## config.mk

```make
export PLATFORM = sky130hd
export DESIGN_NAME = mfad_decoder
export DESIGN_NICKNAME = d
export VERILOG_FILES = /design/src/pkg/mfad_pkg.sv /design/src/pkg/mfad_ea_if.sv /design/src/logic/mfad_decoder.sv /design/src/logic/mfad_agen.sv
export SDC_FILE = /design/constraint.sdc
export NUM_CORES = 1
export LEC_CHECK = 0
export ABC_CLOCK_PERIOD_IN_PS = 6200
export BUFFER_PORTS_ARGS = -buffer_cell sky130_fd_sc_hd__buf_2
export CAP_MARGIN = 0
export CORE_MARGIN = 2
export CORE_UTILIZATION = 50
export DETAILED_ROUTE_END_ITERATION = 16
export GPL_TIMING_DRIVEN = 0
export HOLD_SLACK_MARGIN = 0.15
export PLACE_DENSITY_LB_ADDON = 0.1
export SKIP_CTS_REPAIR_TIMING = 1
export SLEW_MARGIN = 20
export SYNTH_ARGS = -nofsm -noshare
export SYNTH_HDL_FRONTEND = slang
export SYNTH_SLANG_ARGS = --single-unit
```

## constraint.sdc

```tcl
create_clock -name CLK -period 6.2 [get_ports CLK]
set_input_delay 0.93 -clock CLK [delete_from_list [all_inputs] [get_ports CLK]]
set_output_delay 0.93 -clock CLK [all_outputs]
set_load 0.01 [all_outputs]
```

## src/pkg/mfad_pkg.sv

```systemverilog
// Constants and types shared by the memory-format address decoder
`default_nettype none
package mfad_pkg;
  // ----------------------------------------------------------------
  // Word geometry
  // ----------------------------------------------------------------
  localparam int          WORD_W      = 32;
  localparam logic [31:0] WORD_BYTES  = 32'h0000_0004;
  localparam logic [31:0] IP_BIAS     = 32'h0000_0008;
  localparam logic [31:0] RESET_WORD  = 32'h0000_0000;
  localparam logic [4:0]  RESET_REG   = 5'h00;
  localparam logic [7:0]  RESET_OPC   = 8'h00;
  // ----------------------------------------------------------------
  // Field layout of the first instruction word
  // ----------------------------------------------------------------
  localparam int OPC_LSB   = 24;
  localparam int OPC_W     = 8;
  localparam int OPER_LSB  = 19;
  localparam int REG_W     = 5;
  localparam int BASE_LSB  = 14;
  localparam int FMT_BIT   = 12;
  localparam int SMODE_BIT = 13;
  localparam int XMODE_LSB = 10;
  localparam int XMODE_W   = 4;
  localparam int OFS_LSB   = 0;
  localparam int OFS_W     = 12;
  localparam int SCALE_LSB = 7;
  localparam int SCALE_W   = 3;
  localparam int INDEX_LSB = 0;
  // ----------------------------------------------------------------
  // Addressing modes
  // ----------------------------------------------------------------
  localparam logic       SMODE_ABS     = 1'b0;  // Mode 00
  localparam logic       SMODE_BASEOFS = 1'b1;  // Mode 10
  localparam logic [3:0] XMODE_BASE    = 4'h4;  // 0100
  localparam logic [3:0] XMODE_IPDISP  = 4'h5;  // 0101
  localparam logic [3:0] XMODE_RSVD    = 4'h6;  // 0110
  localparam logic [3:0] XMODE_BASEIDX = 4'h7;  // 0111
  localparam logic [3:0] XMODE_DISP    = 4'hC;  // 1100
  localparam logic [3:0] XMODE_BDISP   = 4'hD;  // 1101
  localparam logic [3:0] XMODE_IDISP   = 4'hE;  // 1110
  localparam logic [3:0] XMODE_BIDISP  = 4'hF;  // 1111
  localparam logic [2:0] SCALE_MAX     = 3'h4;  // x16
endpackage
`default_nettype wire

```

## src/pkg/mfad_ea_if.sv

```systemverilog
// Carrier between the decoder and its address generator
`timescale 1ns/1ps
`default_nettype none
interface mfad_ea_if;
  logic        short_fmt;
  logic        short_mode;
  logic [3:0]  ext_mode;
  logic [11:0] offset;
  logic [2:0]  scale;
  logic [31:0] base_val;
  logic [31:0] index_val;
  logic [31:0] disp;
  logic [31:0] ip;
  logic [31:0] ea;
  modport dec  (output short_fmt, short_mode, ext_mode, offset, scale, base_val,
                output index_val, disp, ip, input ea);
  modport agen (input short_fmt, short_mode, ext_mode, offset, scale, base_val,
                input index_val, disp, ip, output ea);
endinterface
`default_nettype wire

```

## src/logic/mfad_decoder.sv

```systemverilog
// Memory-format instruction decoder with effective-address generation
//
// What this block does
// - First-word bit 12 clear selects short format, set selects extended.
// - An 8-bit opcode is extracted in both sub-formats.
// - Short-format offset is an unsigned byte offset.
// - Short mode 00: address is offset alone; base ignored; one word.
// - Short mode 10: address is base register plus offset; one word.
// - Extended 0100 gives base; 0111 gives base plus scaled index.
// - Extended 1100..1111 add displacement to none, base, index, or both.
// - Two-word modes take displacement from next word, skip both words.
// - Displacement is a 32-bit signed two's complement addend.
// - Mode 0101: current instruction address plus displacement plus 8.
// - Mode 0110 is reserved, may fault, gives no defined address.
// - Scale 000..100 multiply the index by 1, 2, 4, 8, 16.
// - Scale 101..111 are reserved; result undefined, not relied upon.
// - For loads the operand register names the first destination.
// - For stores the operand register names the first data source.
// - Instruction and displacement words are word sized and aligned.
`timescale 1ns/1ps
`default_nettype none
module mfad_decoder (
  input  wire logic        CLK,
  input  wire logic        RST,
  input  wire logic        IW_VALID,
  input  wire logic [31:0] IW_DATA,
  input  wire logic [31:0] IW_ADDR,
  output var  logic        IW_READY,
  output var  logic [4:0]  RF_BASE_SEL,
  output var  logic [4:0]  RF_INDEX_SEL,
  input  wire logic [31:0] RF_BASE_VAL,
  input  wire logic [31:0] RF_INDEX_VAL,
  output var  logic        DEC_VALID,
  output var  logic        MEM_ISSUE,
  output var  logic        RSVD_FAULT,
  output var  logic [7:0]  OPCODE,
  output var  logic [4:0]  OPERAND_REG,
  output var  logic [31:0] EFF_ADDR,
  output var  logic [31:0] NEXT_IP
);
  // ----------------------------------------------------------------
  // State and held fields
  // ----------------------------------------------------------------
  typedef enum logic [1:0] {S_IDLE, S_DISP, S_CALC} mfad_state_t;
  mfad_state_t state_q;
  logic        ready_q;
  logic        short_q;
  logic        smode_q;
  logic [3:0]  xmode_q;
  logic [11:0] ofs_q;
  logic [2:0]  scale_q;
  logic [31:0] disp_q;
  logic [31:0] ip_q;
  logic [31:0] step_q;
  logic [7:0]  opc_q;
  logic [4:0]  oper_q;
  logic [4:0]  bsel_q;
  logic [4:0]  isel_q;
  logic        valid_q;
  logic        issue_q;
  logic        fault_q;
  logic [31:0] ea_q;
  logic [31:0] nip_q;
  logic        take;
  logic        is_short;
  logic        two_word;
  logic [3:0]  w_xmode;
  mfad_ea_if   ea_if ();

  // ----------------------------------------------------------------
  // First-word decode
  // ----------------------------------------------------------------
  // Bit 12 picks the sub-format; it also doubles as mode bit 2 in extended form
  assign take     = IW_VALID && ready_q;
  assign is_short = !IW_DATA[mfad_pkg::FMT_BIT];
  assign w_xmode  = IW_DATA[mfad_pkg::XMODE_LSB +: mfad_pkg::XMODE_W];
  // Mode bit 3 set or 0101 means a trailing displacement word
  assign two_word = !is_short && (w_xmode[3] || w_xmode == mfad_pkg::XMODE_IPDISP);

  // Sequencer: word, optional displacement word, then address cycle
  always_ff @(posedge CLK or posedge RST) begin
    if (RST) begin
      state_q <= S_IDLE;
      ready_q <= 1'b0;
    end else begin
      case (state_q)
        S_IDLE: begin
          ready_q <= 1'b1;
          if (take) begin
            state_q <= two_word ? S_DISP : S_CALC;
            ready_q <= two_word;
          end
        end
        S_DISP: begin
          if (take) begin
            state_q <= S_CALC;
            ready_q <= 1'b0;
          end
        end
        S_CALC: begin
          state_q <= S_IDLE;
          ready_q <= 1'b1;
        end
        default: begin
          state_q <= S_IDLE;
          ready_q <= 1'b0;
        end
      endcase
    end
  end

  // Field capture on the first word; register selects go out at once
  always_ff @(posedge CLK or posedge RST) begin
    if (RST) begin
      short_q <= 1'b1;
      smode_q <= mfad_pkg::SMODE_ABS;
      xmode_q <= mfad_pkg::XMODE_BASE;
      ofs_q   <= 12'h000;
      scale_q <= 3'h0;
      ip_q    <= mfad_pkg::RESET_WORD;
      step_q  <= mfad_pkg::WORD_BYTES;
      opc_q   <= mfad_pkg::RESET_OPC;
      oper_q  <= mfad_pkg::RESET_REG;
      bsel_q  <= mfad_pkg::RESET_REG;
      isel_q  <= mfad_pkg::RESET_REG;
    end else if (take && state_q == S_IDLE) begin
      short_q <= is_short;
      smode_q <= IW_DATA[mfad_pkg::SMODE_BIT];
      xmode_q <= w_xmode;
      ofs_q   <= IW_DATA[mfad_pkg::OFS_LSB +: mfad_pkg::OFS_W];
      scale_q <= IW_DATA[mfad_pkg::SCALE_LSB +: mfad_pkg::SCALE_W];
      ip_q    <= {IW_ADDR[31:2], 2'b00};
      step_q  <= two_word ? (mfad_pkg::WORD_BYTES << 1) : mfad_pkg::WORD_BYTES;
      opc_q   <= IW_DATA[mfad_pkg::OPC_LSB +: mfad_pkg::OPC_W];
      oper_q  <= IW_DATA[mfad_pkg::OPER_LSB +: mfad_pkg::REG_W];
      bsel_q  <= IW_DATA[mfad_pkg::BASE_LSB +: mfad_pkg::REG_W];
      isel_q  <= IW_DATA[mfad_pkg::INDEX_LSB +: mfad_pkg::REG_W];
    end
  end

  // Displacement comes from the word right after the instruction
  always_ff @(posedge CLK or posedge RST) begin
    if (RST) begin
      disp_q <= mfad_pkg::RESET_WORD;
    end else if (state_q == S_IDLE && take) begin
      disp_q <= mfad_pkg::RESET_WORD;      // One-word modes add nothing
    end else if (state_q == S_DISP && take) begin
      disp_q <= IW_DATA;
    end
  end

  // ----------------------------------------------------------------
  // Address generation
  // ----------------------------------------------------------------
  // Register file answers in the cycle the select goes out; its values are used in S_CALC
  assign ea_if.short_fmt  = short_q;
  assign ea_if.short_mode = smode_q;
  assign ea_if.ext_mode   = xmode_q;
  assign ea_if.offset     = ofs_q;
  assign ea_if.scale      = scale_q;
  assign ea_if.base_val   = RF_BASE_VAL;
  assign ea_if.index_val  = RF_INDEX_VAL;
  assign ea_if.disp       = disp_q;
  assign ea_if.ip         = ip_q;

  mfad_agen u_agen (
    .e (ea_if.agen)
  );

  // Result stage; a reserved mode reports a fault and never issues
  always_ff @(posedge CLK or posedge RST) begin
    if (RST) begin
      valid_q <= 1'b0;
      issue_q <= 1'b0;
      fault_q <= 1'b0;
      ea_q    <= mfad_pkg::RESET_WORD;
      nip_q   <= mfad_pkg::RESET_WORD;
    end else begin
      valid_q <= state_q == S_CALC;
      issue_q <= state_q == S_CALC && !(!short_q && xmode_q == mfad_pkg::XMODE_RSVD);
      fault_q <= state_q == S_CALC && !short_q && xmode_q == mfad_pkg::XMODE_RSVD;
      if (state_q == S_CALC) begin
        ea_q  <= ea_if.ea;
        nip_q <= ip_q + step_q;
      end
    end
  end

  // Port drive, all straight from flops
  assign IW_READY     = ready_q;
  assign RF_BASE_SEL  = bsel_q;
  assign RF_INDEX_SEL = isel_q;
  assign DEC_VALID    = valid_q;
  assign MEM_ISSUE    = issue_q;
  assign RSVD_FAULT   = fault_q;
  assign OPCODE       = opc_q;
  assign OPERAND_REG  = oper_q;
  assign EFF_ADDR     = ea_q;
  assign NEXT_IP      = nip_q;

  // ----------------------------------------------------------------
  // Assertions
  // ----------------------------------------------------------------
  a_fault_no_issue: assert property (@(posedge CLK) disable iff (RST)
    RSVD_FAULT |-> DEC_VALID && !MEM_ISSUE) else $error("fault with access");
  a_rsvd_flagged: assert property (@(posedge CLK) disable iff (RST)
    (state_q == S_CALC && !short_q && xmode_q == mfad_pkg::XMODE_RSVD) |=> RSVD_FAULT)
    else $error("reserved mode not flagged");
  a_issue_valid: assert property (@(posedge CLK) disable iff (RST)
    DEC_VALID |-> (MEM_ISSUE != RSVD_FAULT)) else $error("issue and fault disagree");
  a_one_word_ip: assert property (@(posedge CLK) disable iff (RST)
    (take && state_q == S_IDLE && is_short) ##1 1'b1 ##1 DEC_VALID
      |-> NEXT_IP == $past(ip_q) + mfad_pkg::WORD_BYTES) else $error("bad one-word ip");
  a_two_word_ip: assert property (@(posedge CLK) disable iff (RST)
    (state_q == S_DISP && take) ##1 1'b1 ##1 DEC_VALID
      |-> NEXT_IP == $past(ip_q, 2) + (mfad_pkg::WORD_BYTES << 1)) else $error("bad two-word ip");
  a_abs_offset: assert property (@(posedge CLK) disable iff (RST)
    (state_q == S_CALC && short_q && smode_q == mfad_pkg::SMODE_ABS)
      |=> EFF_ADDR == {20'h0_0000, $past(ofs_q)}) else $error("bad absolute offset");
  a_base_offset: assert property (@(posedge CLK) disable iff (RST)
    (state_q == S_CALC && short_q && smode_q == mfad_pkg::SMODE_BASEOFS)
      |=> EFF_ADDR == $past(RF_BASE_VAL) + {20'h0_0000, $past(ofs_q)}) else $error("bad base+ofs");
  a_ip_disp: assert property (@(posedge CLK) disable iff (RST)
    (state_q == S_CALC && !short_q && xmode_q == mfad_pkg::XMODE_IPDISP)
      |=> EFF_ADDR == $past(ip_q) + $past(disp_q) + mfad_pkg::IP_BIAS) else $error("bad ip+disp");
  a_index_scale: assert property (@(posedge CLK) disable iff (RST)
    (state_q == S_CALC && !short_q && xmode_q == mfad_pkg::XMODE_IDISP
      && scale_q <= mfad_pkg::SCALE_MAX)
      |=> EFF_ADDR == ($past(RF_INDEX_VAL) << $past(scale_q)) + $past(disp_q))
    else $error("bad scaled index");
  a_disp_wait: assert property (@(posedge CLK) disable iff (RST)
    (take && state_q == S_IDLE && two_word) |=> state_q == S_DISP && IW_READY)
    else $error("displacement word not awaited");
  c_short: cover property (@(posedge CLK) disable iff (RST)
    DEC_VALID && MEM_ISSUE && $past(short_q, 2));
  c_two_word: cover property (@(posedge CLK) disable iff (RST)
    state_q == S_DISP ##1 state_q == S_CALC);
  c_fault: cover property (@(posedge CLK) disable iff (RST) RSVD_FAULT);
  c_back2back: cover property (@(posedge CLK) disable iff (RST) DEC_VALID ##2 DEC_VALID);
endmodule
`default_nettype wire

```

## src/logic/mfad_agen.sv

```systemverilog
// Effective-address adder for both memory sub-formats
`timescale 1ns/1ps
`default_nettype none
module mfad_agen (
  mfad_ea_if.agen e
);
  logic [31:0] scaled;
  logic [31:0] ofs_ext;

  // Index scaling; 101..111 just shift further, nobody may rely on it
  assign scaled  = e.index_val << e.scale;
  assign ofs_ext = {20'h0_0000, e.offset};

  // Address sum per mode; displacement is two's complement, so wrap = sign
  always_comb begin
    e.ea = mfad_pkg::RESET_WORD;
    if (e.short_fmt) begin
      if (e.short_mode == mfad_pkg::SMODE_ABS) begin
        e.ea = ofs_ext;
      end else begin
        e.ea = e.base_val + ofs_ext;
      end
    end else begin
      case (e.ext_mode)
        mfad_pkg::XMODE_BASE:    e.ea = e.base_val;
        mfad_pkg::XMODE_BASEIDX: e.ea = e.base_val + scaled;
        mfad_pkg::XMODE_IPDISP:  e.ea = e.ip + e.disp + mfad_pkg::IP_BIAS;
        mfad_pkg::XMODE_DISP:    e.ea = e.disp;
        mfad_pkg::XMODE_BDISP:   e.ea = e.base_val + e.disp;
        mfad_pkg::XMODE_IDISP:   e.ea = scaled + e.disp;
        mfad_pkg::XMODE_BIDISP:  e.ea = e.base_val + scaled + e.disp;
        default:                 e.ea = mfad_pkg::RESET_WORD;
      endcase
    end
  end
endmodule
`default_nettype wire

```

* Word-level counts from Yosys, hierarchy flattened
Index checks and enable logic that the tools add are counted.
** Storage, ports and cells
- Register bits after elaboration :: 208
- Input port bits :: 131
- Output and inout bits :: 91
- Logic and storage cells :: 69
** Cells by class
- Shift-type cells :: 1
- Eq/ne operators :: 13
- Muxes and demuxes :: 13
- Reduce and logical (&&, ||, !) cells :: 15
- Add/subtract/negate cells :: 8
** Operators by type and width (number)
- 32-bit one-hot mux with 7 select lines :: 1
- 32-bit adder :: 6
- 32-bit two-way mux :: 4
- 32-bit by 12-bit adder with 32-bit output :: 1
- 32-bit by 4-bit adder with 32-bit output (second input constant) :: 1
- 32-bit by 3-bit left shift with 32-bit output :: 1
- 4-bit by 3-bit equality test with 1-bit output (second input constant) :: 5
- 4-bit equality test (second input constant) :: 4
- 1-bit logical AND :: 8
- 2-bit two-way mux :: 3
- 4-bit two-way mux :: 1
- 2-bit != test (second input constant) :: 2
- 2-bit one-hot mux with 2 select lines :: 1
- 1-bit logical NOT :: 3
- 1-bit one-hot mux with 3 select lines :: 1
- 2-bit by 1-bit equality test with 1-bit output (second input constant) :: 1
- 2-bit equality test (second input constant) :: 1
- 2-bit logical NOT :: 1
- 1-bit two-way mux :: 2
- 2-bit AND reduction :: 1
- 2-bit nonzero test :: 1
- 1-bit logical OR :: 1

* Depth between registers and ports, before layout
Gate-level depths: netlist of the first run.
- Depth after elaboration :: 6
- Gate-level depth with buffers :: 29
- Gate-level depth less buffers :: 27

* Modules after synthesis
Synthesis of the first run repeated with hierarchy kept, for this count alone.
** Second synthesis, totals
- Cells, all modules :: 1954
- Area total of the unflattened synthesis :: 15965.3 sq um
** Modules (own cells, without submodules)
- mfad_agen :: cells each 1306, area an instance 9115.0 sq um, times used 1, sequential area each 0.0 sq um
- mfad_decoder :: cells each 648, area an instance 6850.3 sq um, times used 1, sequential area each 4132.7 sq um

* Worst setup path before layout of the first run
Ideal clock, no wire load.
- Path type :: register to register
- Start :: register ofs_q[7] (netlist: ea_if.offset[7])
- End :: register ea_q[31] (netlist: EFF_ADDR[31])
- Setup time :: 134 ps
- Stages on the path, launching flop included :: 29
- Required time :: 6066 ps
- Clock period less this slack :: 5900 ps
- Path slack :: 300 ps
- Path buffers :: 3
- Arrival :: 5766 ps
- Cell sequence :: dfrtp_1 buf_2 buf_2 buf_1 a211oi_1 a21oi_1 inv_1 o21ai_0 ha_1 a21o_1 or3_1 a21o_1 a211oi_1 nor2_1 a21bo_1 xor2_1 nand2_1 a21oi_1 ha_1 and3_1 and4_1 nor3b_1 a22o_1 a21oi_1 a31oi_1 o311ai_0 o21ai_0 nand3b_1 a21oi_1
** Between the ends
- Longest elaborated chain between the ends :: 3
** RTL lines
- start: declaration :: line mfad_decoder.sv:50 : logic [11:0] ofs_q;
- start signal: assignment :: line mfad_decoder.sv:130 : ofs_q <= IW_DATA[mfad_pkg::OFS_LSB +: mfad_pkg::OFS_W];
- 32-bit by 12-bit adder with 32-bit output :: line mfad_agen.sv:21 : e.ea = e.base_val + ofs_ext;
- 32-bit two-way mux :: line mfad_agen.sv:18 : if (e.short_mode == mfad_pkg::SMODE_ABS) begin
- 32-bit two-way mux :: line mfad_agen.sv:17 : if (e.short_fmt) begin
- end signal: assignment :: line mfad_decoder.sv:176 : ea_q <= mfad_pkg::RESET_WORD;
- end signal: assignment :: line mfad_decoder.sv:183 : ea_q <= ea_if.ea;
- end: declaration :: line mfad_decoder.sv:62 : logic [31:0] ea_q;
Every way passes these cells.
A chain may end at the register's enable or synchronous reset.

* Worst setup path after layout of the first run
Same ends and word-level chain as after synthesis.

==> metrics.csv, run 1 <==
metric;value;unit
worst slack at placement;-2.16;ns
met2 Track Usage GR;0.567;
Required @ worst endpoint;6.57;ns
Seq/Total Area, Yosys;0.263;
Pwr Total;9.48;mW
storage element area;4130;µm²
fin crit share;1.00;
Final setup viols;1;
clock-pin slew on the worst setup and hold paths;0.07;ns
vias after detailed routing;16346;
synth-to-layout area growth;19.2;%
RSZ-0062 raised after global routing;yes;
Routed Antenna Nets;0;
post-layout util;0.609;
total core area;30700;µm²
grt met1 use;0.471;
maximum capacitance violations;0;
status;complete, but fails checks;
Final Max Tran Viols;0;
post-synthesis cell type count;86;
mux cell area share after synthesis;0.0963;
fmax;161;MHz
Worst Setup End Kind;register;
Multi-input gate area;11400;µm²
HP Class;register to register;
Static Leak;8.38;nW
Die Wd;181;µm
CTS tree;built;
# diodes;0;
CTS root buf;clkbuf_16;
Worst Setup Start Kind;register;
Switching Fraction;0.498;
pin count of the biggest net entering global routing;85;
worst-path cell with the longest stage delay;mux4_2;
CP peak stage delay;0.55;ns
initial DRC count;1728;
first-pass GRT wire length;87.8;mm
Post-synth EDFFs;0;
Synth Cell Area;15700;µm²
internal power;4.76;mW
most used standard cell by instance count after synthesis;nand2_1;
met3 layer usage reported by global route;0.0595;
Final Wtd Congestion;0.958;
worst-path fanout max;8;
fin crit period;6.20;ns
fill count;2921;
Simple-Gate Fraction of Synth Area;0.169;
std cell rows;64;
peak supply drop;0.000252;V
drt first pass iters;7;
Total GRT Usage;0.351;
crit path from;ea_if.offset[7];
fin worst setup slack;-0.000407;ns
critical path arrival;6.57;ns
grt peak-use layer;met2;
Synth Flop Type;dfrtp_1;
Final Hold Viols;0;
cell taking the most area after synthesis;dfrtp_1;
cells after synthesis;1919;
Synth area leaders;dfrtp_1 26%, ha_1 11%, nand2_1 7.3%;
# port buffers;216;
post-synthesis compound-gate area fraction;0.244;
Clock power frac;0.122;
die area;32900;µm²
top post-synthesis cells by count;306 x nand2_1, 182 x o21ai_0, 162 x dfrtp_1;
DR DRC count;0;
grt total ovfl;0;
HPWL Detailed;47.3;mm
non-filler cells, final;2590;
area fraction of the dominant cell type after synthesis;0.258;
dpl cells;2533;
failing checks;negative setup slack;
Yosys warnings;0;
Synth Area in XOR/XNOR;0.0725;
via/cell ratio;6.31;
Synth Area in Adders;0.114;
routed len/inst;22.9;µm
Worst slew margin;0.284;
clk buf depth;2;
share of cells above drive strength 1;0.211;
Die H;181;µm
I/O pins;222;
ys async rst share;1.00;
CTS H-tree depth;4;
Slew @ Worst Pin;1.07;ns
initial antenna violation count;0;
Inserted Clock Buffers;17;
clock sinks;165;
DRT Wirelength;59.3;mm
# nets final;2451;
HP Start;NEXT_IP[27];
final setup skew;0.0152;ns
worst r2r src;ea_if.offset[7];
main combinational cell family by area after synthesis;compound AO/OA/AOI/OAI gates;
Initial Util;0.511;
syn avg cell area;8.19;µm²
vias in the first global route;15015;
Sum Neg Setup Slack;-0.000407;ns
WS Path Type;register to register;
clk_lat worst skew;0.44;ns
#FFs+latches synth;165;
power per cell area;506;nW/µm²
Net Sw Power;4.72;mW
Comb pwr share;0.676;
sequential share of power;0.202;
layout by cell type, fill, tap and decap left out, types with 16 or more instances in the layout:
| cell | n |
|---|---|
| a211oi_1 | 16 |
| a21o_1 | 45 |
| a21oi_1 | 120 |
| a221oi_1 | 16 |
| a222oi_1 | 19 |
| buf_2 | 220 |
| buf_4 | 34 |
| clkbuf_1 | 84 |
| clkbuf_16 | 17 |
| dfrtp_1 | 161 |
| ha_1 | 121 |
| inv_1 | 46 |
| mux2_2 | 65 |
| mux2i_1 | 41 |
| mux4_2 | 16 |
| nand2_1 | 303 |
| nand2b_1 | 16 |
| nand3_1 | 33 |
| nand4_1 | 19 |
| nor2_1 | 125 |
| nor3_1 | 29 |
| o21a_1 | 18 |
| o21ai_0 | 170 |
| o21ai_1 | 24 |
| xnor2_1 | 71 |
| xor2_1 | 54 |
critical path: cells and delay by family (launching register included):
kind / cells / cell delay, ns
AO/OA/AOI/OAI: 10 / 2.30
XOR/XNOR: 1 / 0.24
adder cells (fa/ha/maj): 2 / 0.52
buffers and inverters: 4 / 0.54
flip-flops: 1 / 0.44
multiplexers: 2 / 0.67
AND/OR/NAND/NOR: 9 / 1.37
per-stage QoR:
| step | cell area [µm²] | hold WS (ns) |
|---|---|---|
| after detailed placement | 17300 | 0.465 |
| after global placement | 17300 | 0.455 |
| after global routing | 18700 | 0.504 |
| after CTS | 17900 | 0.480 |
| after floorplan | 15700 | 0.431 |
| final | 18700 | 0.473 |
registers in the layout (all words and copies together) (netlist names):
| name | count |
|---|---|
| OPCODE | 8 |
| ea_if.offset | 10 |
| OPERAND_REG | 5 |
| ea_if.ext_mode | 3 |
| IW_READY | 1 |
| RF_BASE_SEL | 5 |
| EFF_ADDR | 32 |
| state_q | 2 |
| ea_if.short_fmt | 1 |
| ea_if.ip | 30 |
| step_q | 2 |
| NEXT_IP | 30 |
| RSVD_FAULT | 1 |
| disp_q | 32 |
| DEC_VALID | 1 |
| MEM_ISSUE | 1 |
| ea_if.short_mode | 1 |
per-layer routing:
layer	part of all wire	wire length (µm)
met1	0.42	25100
met2	0.46	27300
met4	0.038	2270
met5	0	0
met3	0.078	4600
area by class of cell:
cell class	count	area share
repair buffers	244	0.0707
clock inverters	11	0.00942
inverters	49	0.0102
well taps	396	0.0265
plain buffers	109	0.0280
flip-flops and latches	165	0.221
clock buffers	21	0.0235
multi-input cells	1595	0.611
logic make-up (layout without fill, tap and decap cells):
family          count (synthesis)  in the layout
simple gates                  605            605
compound gates                595            595
flops                         165            165
buf+inv                       160            434
fa+ha+maj                     140            140
xor+xnor                      130            130
mux                           123            123
other cells                     1              2
power groups by stage:
stage,combinational (mW),clock (mW),sequential (mW)
2_1_floorplan,3.94,0,1.89
4_1_cts,5.76,1.17,1.90
6_report,6.41,1.16,1.92
5_1_grt,6.91,1.21,1.96
3_5_place_dp,5.73,0,1.92
3_3_place_gp,5.67,0,1.92
final timing paths:
path	endpoint	slack (ns)	cells past startpoint
worst max-delay path	EFF_ADDR[31]	-0.0004	28
worst min-delay path	NEXT_IP[27]	0.47	2
worst max register to register	EFF_ADDR[31]	-0.0004	28
worst min register to register	NEXT_IP[27]	0.47	2
max in group asynchronous	ea_if.ext_mode[2]	4.77	3
min in group asynchronous	ea_if.ip[5]	0.58	2
(Power assumes the default switching activity.)
==> inputs of run 2 (changes only) <==
--- a/config.mk
+++ b/config.mk
@@ -5,14 +5,16 @@
 export SDC_FILE = /design/constraint.sdc
 export NUM_CORES = 1
 export LEC_CHECK = 0
-export ABC_CLOCK_PERIOD_IN_PS = 6200
+export ABC_CLOCK_PERIOD_IN_PS = 5690
 export BUFFER_PORTS_ARGS = -buffer_cell sky130_fd_sc_hd__buf_2
 export CAP_MARGIN = 0
+export CORE_ASPECT_RATIO = 0.75
 export CORE_MARGIN = 2
 export CORE_UTILIZATION = 50
 export DETAILED_ROUTE_END_ITERATION = 16
 export GPL_TIMING_DRIVEN = 0
 export HOLD_SLACK_MARGIN = 0.15
+export MAX_ROUTING_LAYER = met4
 export PLACE_DENSITY_LB_ADDON = 0.1
 export SKIP_CTS_REPAIR_TIMING = 1
 export SLEW_MARGIN = 20
==> constraint.sdc (replaced) <==
create_clock -name CLK -period 5.69 [get_ports CLK]
set_input_delay 0.8535 -clock CLK [delete_from_list [all_inputs] [get_ports CLK]]
set_output_delay 0.8535 -clock CLK [all_outputs]
set_load 0.01 [all_outputs]
==> run 2 against run 1 <==
The run still ends with negative setup slack left. Cell count up 1.0%. First-iteration DRC count up 6.3%. Sequential share of layout area down 0.46 points. Setup slack worse by 0.32 ns. Critical path type unchanged. Largest power group unchanged.
==> metrics.csv, run 2 (synthesis gave the netlist of run 1 again) <==
metric;value;unit
Comb pwr share;0.697;
RSZ-0062 raised after global routing;yes;
fin crit period;6.01;ns
Final Max Tran Viols;0;
crit path from;ea_if.offset[7];
sequential share of power;0.195;
I/O pins;222;
Final Wtd Congestion;1.00;
Multi-input gate area;11700;µm²
failing checks;negative setup slack;
share of cells above drive strength 1;0.239;
worst-path cell with the longest stage delay;dfrtp_2;
CTS H-tree depth;4;
vias in the first global route;14837;
Die Wd;209;µm
via/cell ratio;6.29;
grt total ovfl;0;
initial antenna violation count;0;
# port buffers;216;
HP Class;input port to asynchronous set/reset pin;
Clock power frac;0.108;
family with the most delay on the worst path;compound AO/OA/AOI/OAI gates;
Worst Setup Start Kind;register;
Reg2Reg Depth;28;
worst-path fanout max;10;
total core area;31100;µm²
peak supply drop;0.000324;V
DRT Wirelength;60.8;mm
initial DRC count;1837;
Worst Path Buf+Inv;3;
Pwr Total;10.7;mW
# nets final;2467;
synth-to-layout area growth;21.8;%
vias after detailed routing;16452;
Final setup viols;8;
Slew @ Worst Pin;1.13;ns
power per cell area;557;nW/µm²
most frequent cells in the layout;304 x nand2_1, 221 x buf_2, 161 x dfrtp_1;
fin worst setup slack;-0.317;ns
CP peak stage delay;0.44;ns
post-layout util;0.615;
critical path arrival;6.38;ns
std cell rows;56;
routed len/inst;23.2;µm
clock-pin slew on the worst setup and hold paths;0.07;ns
Initial Util;0.505;
pin count of the biggest net entering global routing;100;
Routed Antenna Nets;0;
Worst Setup End Kind;register;
maximum capacitance violations;0;
clk_lat worst skew;0.45;ns
storage element area;4130;µm²
status;complete, but fails checks;
Switching Fraction;0.505;
first-pass GRT wire length;88.2;mm
final setup skew;0.0117;ns
Static Leak;8.51;nW
Critical Path Most Common Cell;a21oi_1;
Worst slew margin;0.242;
fin crit share;1.06;
fmax;166;MHz
clock sinks;165;
CTS root buf;clkbuf_16;
most common cell after layout, fill and taps aside;nand2_1;
Die H;158;µm
WP depth;28;
Inserted Clock Buffers;17;
WS Path Type;register to register;
die area;32900;µm²
DR DRC count;0;
Required @ worst endpoint;6.07;ns
HPWL Detailed;47.9;mm
fill count;2859;
Net Sw Power;5.38;mW
worst r2r src;ea_if.offset[7];
Total GRT Usage;0.367;
drt first pass iters;7;
CTS tree;built;
internal power;5.28;mW
clk buf depth;2;
Final Hold Viols;0;
[run 2: cell count changes in the layout (fill, tap and decap cells not counted), sizes merged, moves of 2 or more]
| cell | change |
|---|---|
| clkbuf | -6 |
| bufinv | -3 |
| clkinvlp | +2 |
| inv | +2 |
| buf | +19 |
[run 2: routing by layer]
metal / vias up / track usage / wire length, µm
met5: - / - / 0
met4: 0 / 0.102 / 1410
met3: 97 / 0.0934 / 6110
met2: 810 / 0.530 / 26200
met1: 7938 / 0.508 / 27100
li1: 7607 / - / -
[run 2: layout make-up]
type,instances,area share
Buffer,105,0.0274
Antenna cell,1,0.000131
Multi-Input combinational cell,1595,0.613
Inverter,49,0.0100
Sequential cell,165,0.216
Tap cell,406,0.0265
Timing Repair Buffer,264,0.0777
Clock buffer,18,0.0224
Clock inverter,13,0.00667
[run 2: worst paths after layout]
kind                       slack, ns            to
hold / removal                  0.44     DEC_VALID
min in group CLK                0.47   NEXT_IP[30]
hold reg to reg                 0.47   NEXT_IP[30]
max in group asynchronous       4.36   NEXT_IP[29]
setup / recovery               -0.32  EFF_ADDR[31]
setup reg to reg               -0.32  EFF_ADDR[31]
[run 2: worst register-to-register path, delay by kind of cell, from the launching register on]
family                   cells  cell delay [ns]
AO/OA/AOI/OAI               11             2.50
adder cells (fa/ha/maj)      2             0.47
flip-flops                   1             0.44
buffers and inverters        3             0.46
XOR/XNOR                     1             0.19
AND/OR/NAND/NOR              9             1.31
multiplexers                 2             0.57
[run 2: power groups by stage]
stage | Sequential (mW) | Clock, mW | Combinational [mW]
4_1_cts | 2.06 | 1.16 | 6.33
5_1_grt | 2.13 | 1.20 | 8.00
3_5_place_dp | 2.08 | 0 | 6.30
3_3_place_gp | 2.07 | 0 | 6.22
6_report | 2.08 | 1.15 | 7.43
2_1_floorplan | 2.06 | 0 | 4.31
[run 2: stage by stage]
step | hold WS [ns] | setup WS (ns) | std cells | cell area [µm²] | TNS, ns
after detailed placement | 0.463 | -1.92 | 2543 | 17300 | -21.79
after global routing | 0.480 | -0.523 | 2615 | 19100 | -3.66
final | 0.444 | -0.317 | 2616 | 19100 | -1.58
after global placement | 0.452 | -1.88 | 2542 | 17300 | -297.80
after floorplan | 0.431 | 0.0583 | 1920 | 15700 | 0
after CTS | 0.459 | -1.99 | 2574 | 17900 | -22.72
==> inputs of run 3 (changes only) <==
--- a/config.mk
+++ b/config.mk
@@ -10,7 +10,7 @@
 export CAP_MARGIN = 0
 export CORE_ASPECT_RATIO = 0.75
 export CORE_MARGIN = 2
-export CORE_UTILIZATION = 50
+export CORE_UTILIZATION = 54
 export DETAILED_ROUTE_END_ITERATION = 16
 export GPL_TIMING_DRIVEN = 0
 export HOLD_SLACK_MARGIN = 0.15
==> run 3 against run 2 <==
The flow still finishes with violations (negative setup slack). Clock-buffer cell count unchanged. Sequential share of layout area is 0.14 points higher. Cell count down 0.88%. Cell area fell by 0.65%. Register-to-register slack got worse by 0.04 ns. Clock skew hardly changed. Utilization increased by 4.4 points. Clock power about the same. First-iteration DRC count increased by 14%. Setup slack lost 0.044 ns. Critical endpoint unchanged. Largest cell class unchanged. Highest routed layer unchanged.
==> metrics.csv, run 3 (synthesis gave the netlist of run 1 again) <==
metric;value;unit
worst-path fanout max;8;
die area;30500;µm²
failing checks;negative setup slack;
CTS H-tree depth;4;
Worst Setup End Kind;register;
RSZ-0062 raised after global routing;yes;
total core area;28900;µm²
initial antenna violation count;0;
CTS root buf;clkbuf_16;
vias in the first global route;14740;
dpl cells;2529;
status;complete, but fails checks;
grt total ovfl;0;
Worst Setup Start Kind;register;
most common cell after layout, fill and taps aside;nand2_1;
maximum capacitance violations;0;
HPWL Detailed;46.8;mm
fin crit period;6.05;ns
share of cells above drive strength 1;0.234;
synth-to-layout area growth;21.0;%
Final Hold Viols;0;
non-filler cells, final;2593;
DRT Wirelength;59.8;mm
clk buf depth;2;
peak supply drop;0.000356;V
drt first pass iters;9;
Worst slew margin;0.256;
WP depth;27;
DR DRC count;0;
most frequent cells in the layout;301 x nand2_1, 221 x buf_2, 164 x o21ai_0;
Reg2Reg Depth;27;
Hold WS;0.436;ns
Final Max Tran Viols;0;
via/cell ratio;6.43;
R2R Setup Slk;-0.36;ns
std cell rows;54;
first-pass GRT wire length;86.2;mm
clock sinks;165;
final setup skew;0.0119;ns
Die Wd;201;µm
Final Wtd Congestion;0.996;
WS Path Type;register to register;
# nets final;2459;
Slew @ Worst Pin;1.11;ns
initial DRC count;2101;
Inserted Clock Buffers;17;
family with the most delay on the worst path;compound AO/OA/AOI/OAI gates;
HP Class;input port to asynchronous set/reset pin;
Initial Util;0.545;
Die H;152;µm
vias after detailed routing;16666;
fin worst setup slack;-0.361;ns
# diodes;0;
CP peak stage delay;0.56;ns
Worst Path Buf+Inv;3;
power per cell area;557;nW/µm²
# port buffers;216;
fmax;165;MHz
worst r2r src;ea_if.offset[7];
fin crit share;1.06;
I/O pins;222;
Required @ worst endpoint;6.08;ns
Final setup viols;10;
critical path arrival;6.44;ns
worst-path cell with the longest stage delay;mux4_2;
pin count of the biggest net entering global routing;104;
Sum Neg Setup Slack;-1.70;ns
Routed Antenna Nets;0;
clk_lat worst skew;0.45;ns
routed len/inst;23.1;µm
CTS tree;built;
Static Leak;8.46;nW
clock-pin slew on the worst setup and hold paths;0.08;ns
Pwr Total;10.6;mW
R2R Path End;EFF_ADDR[31];
Total GRT Usage;0.385;
## run 3: cell count changes in the layout (fill, tap and decap cells not counted), moves of 3 or more
cell	change
o22ai_2	+3
o21ai_1	-3
xnor2_2	-5
a211oi_2	-4
nand2_2	+3
nand2_1	-3
a21oi_2	-3
buf_12	+4
a211oi_1	+3
buf_4	-12
o21ai_0	+4
xnor2_1	+5
## run 3: worst max path at each step
stage | start | end
finish | ea_if.offset[7] | EFF_ADDR[31]
global route | ea_if.offset[7] | EFF_ADDR[31]
CTS | ea_if.offset[7] | EFF_ADDR[31]
detailed placement | ea_if.offset[7] | EFF_ADDR[31]
global placement | ea_if.offset[7] | EFF_ADDR[31]
floorplan | ea_if.offset[8] | EFF_ADDR[31]
## run 3: cell type report
cell class | instances | area [µm²]
plain buffers | 107 | 538
clock buffers | 18 | 439
clock inverters | 13 | 119
fillers | 2525 | 9840
inverters | 49 | 191
multi-input cells | 1595 | 11700
flip-flops and latches | 165 | 4130
well taps | 392 | 490
repair buffers | 254 | 1430
## run 3: metrics by stage
stage               utilization  instance area, µm²  worst slack [ns]
global placement          0.599               17300             -1.85
finish                    0.659               19000            -0.361
global route              0.659               19000            -0.573
detailed placement        0.601               17300             -1.91
floorplan                     -               15700            0.0583
CTS                       0.620               17900             -1.94
## run 3: per-layer routing
layer / routed length (µm) / GRT usage / vias to the layer above
met5: 0 / - / -
met4: 1790 / 0.100 / 0
met3: 6800 / 0.0840 / 154
met2: 25900 / 0.580 / 958
met1: 25300 / 0.526 / 7976
li1: - / - / 7578
## run 3: where the power goes
part | total (mW) | switching [mW] | internal [mW] | leakage (nW)
sequential | 2.09 | 0.472 | 1.62 | 2.05
combinational | 7.33 | 4.33 | 3.01 | 6.15
clock | 1.16 | 0.573 | 0.582 | 0.261
## run 3: worst reg2reg max path, stage by stage, from the launching register on
cell and delay, ns:
dfrtp_2 0.44, buf_12 0.14, buf_12 0.14, mux4_2 0.57
nand2_2 0.09, nand2_2 0.08, ha_4 0.27, buf_6 0.10
and4_4 0.23, nand2_1 0.07, or3_1 0.33, o221a_4 0.26
a21oi_4 0.19, a41o_1 0.31, a41oi_1 0.17, xnor2_1 0.26
mux2i_1 0.13, o21ai_2 0.25, ha_4 0.27, and4_4 0.22
nor3b_4 0.17, a22o_1 0.25, a21oi_4 0.20, a31oi_1 0.13
o311ai_2 0.34, nor3_1 0.09, nand3b_1 0.18, a21oi_2 0.14
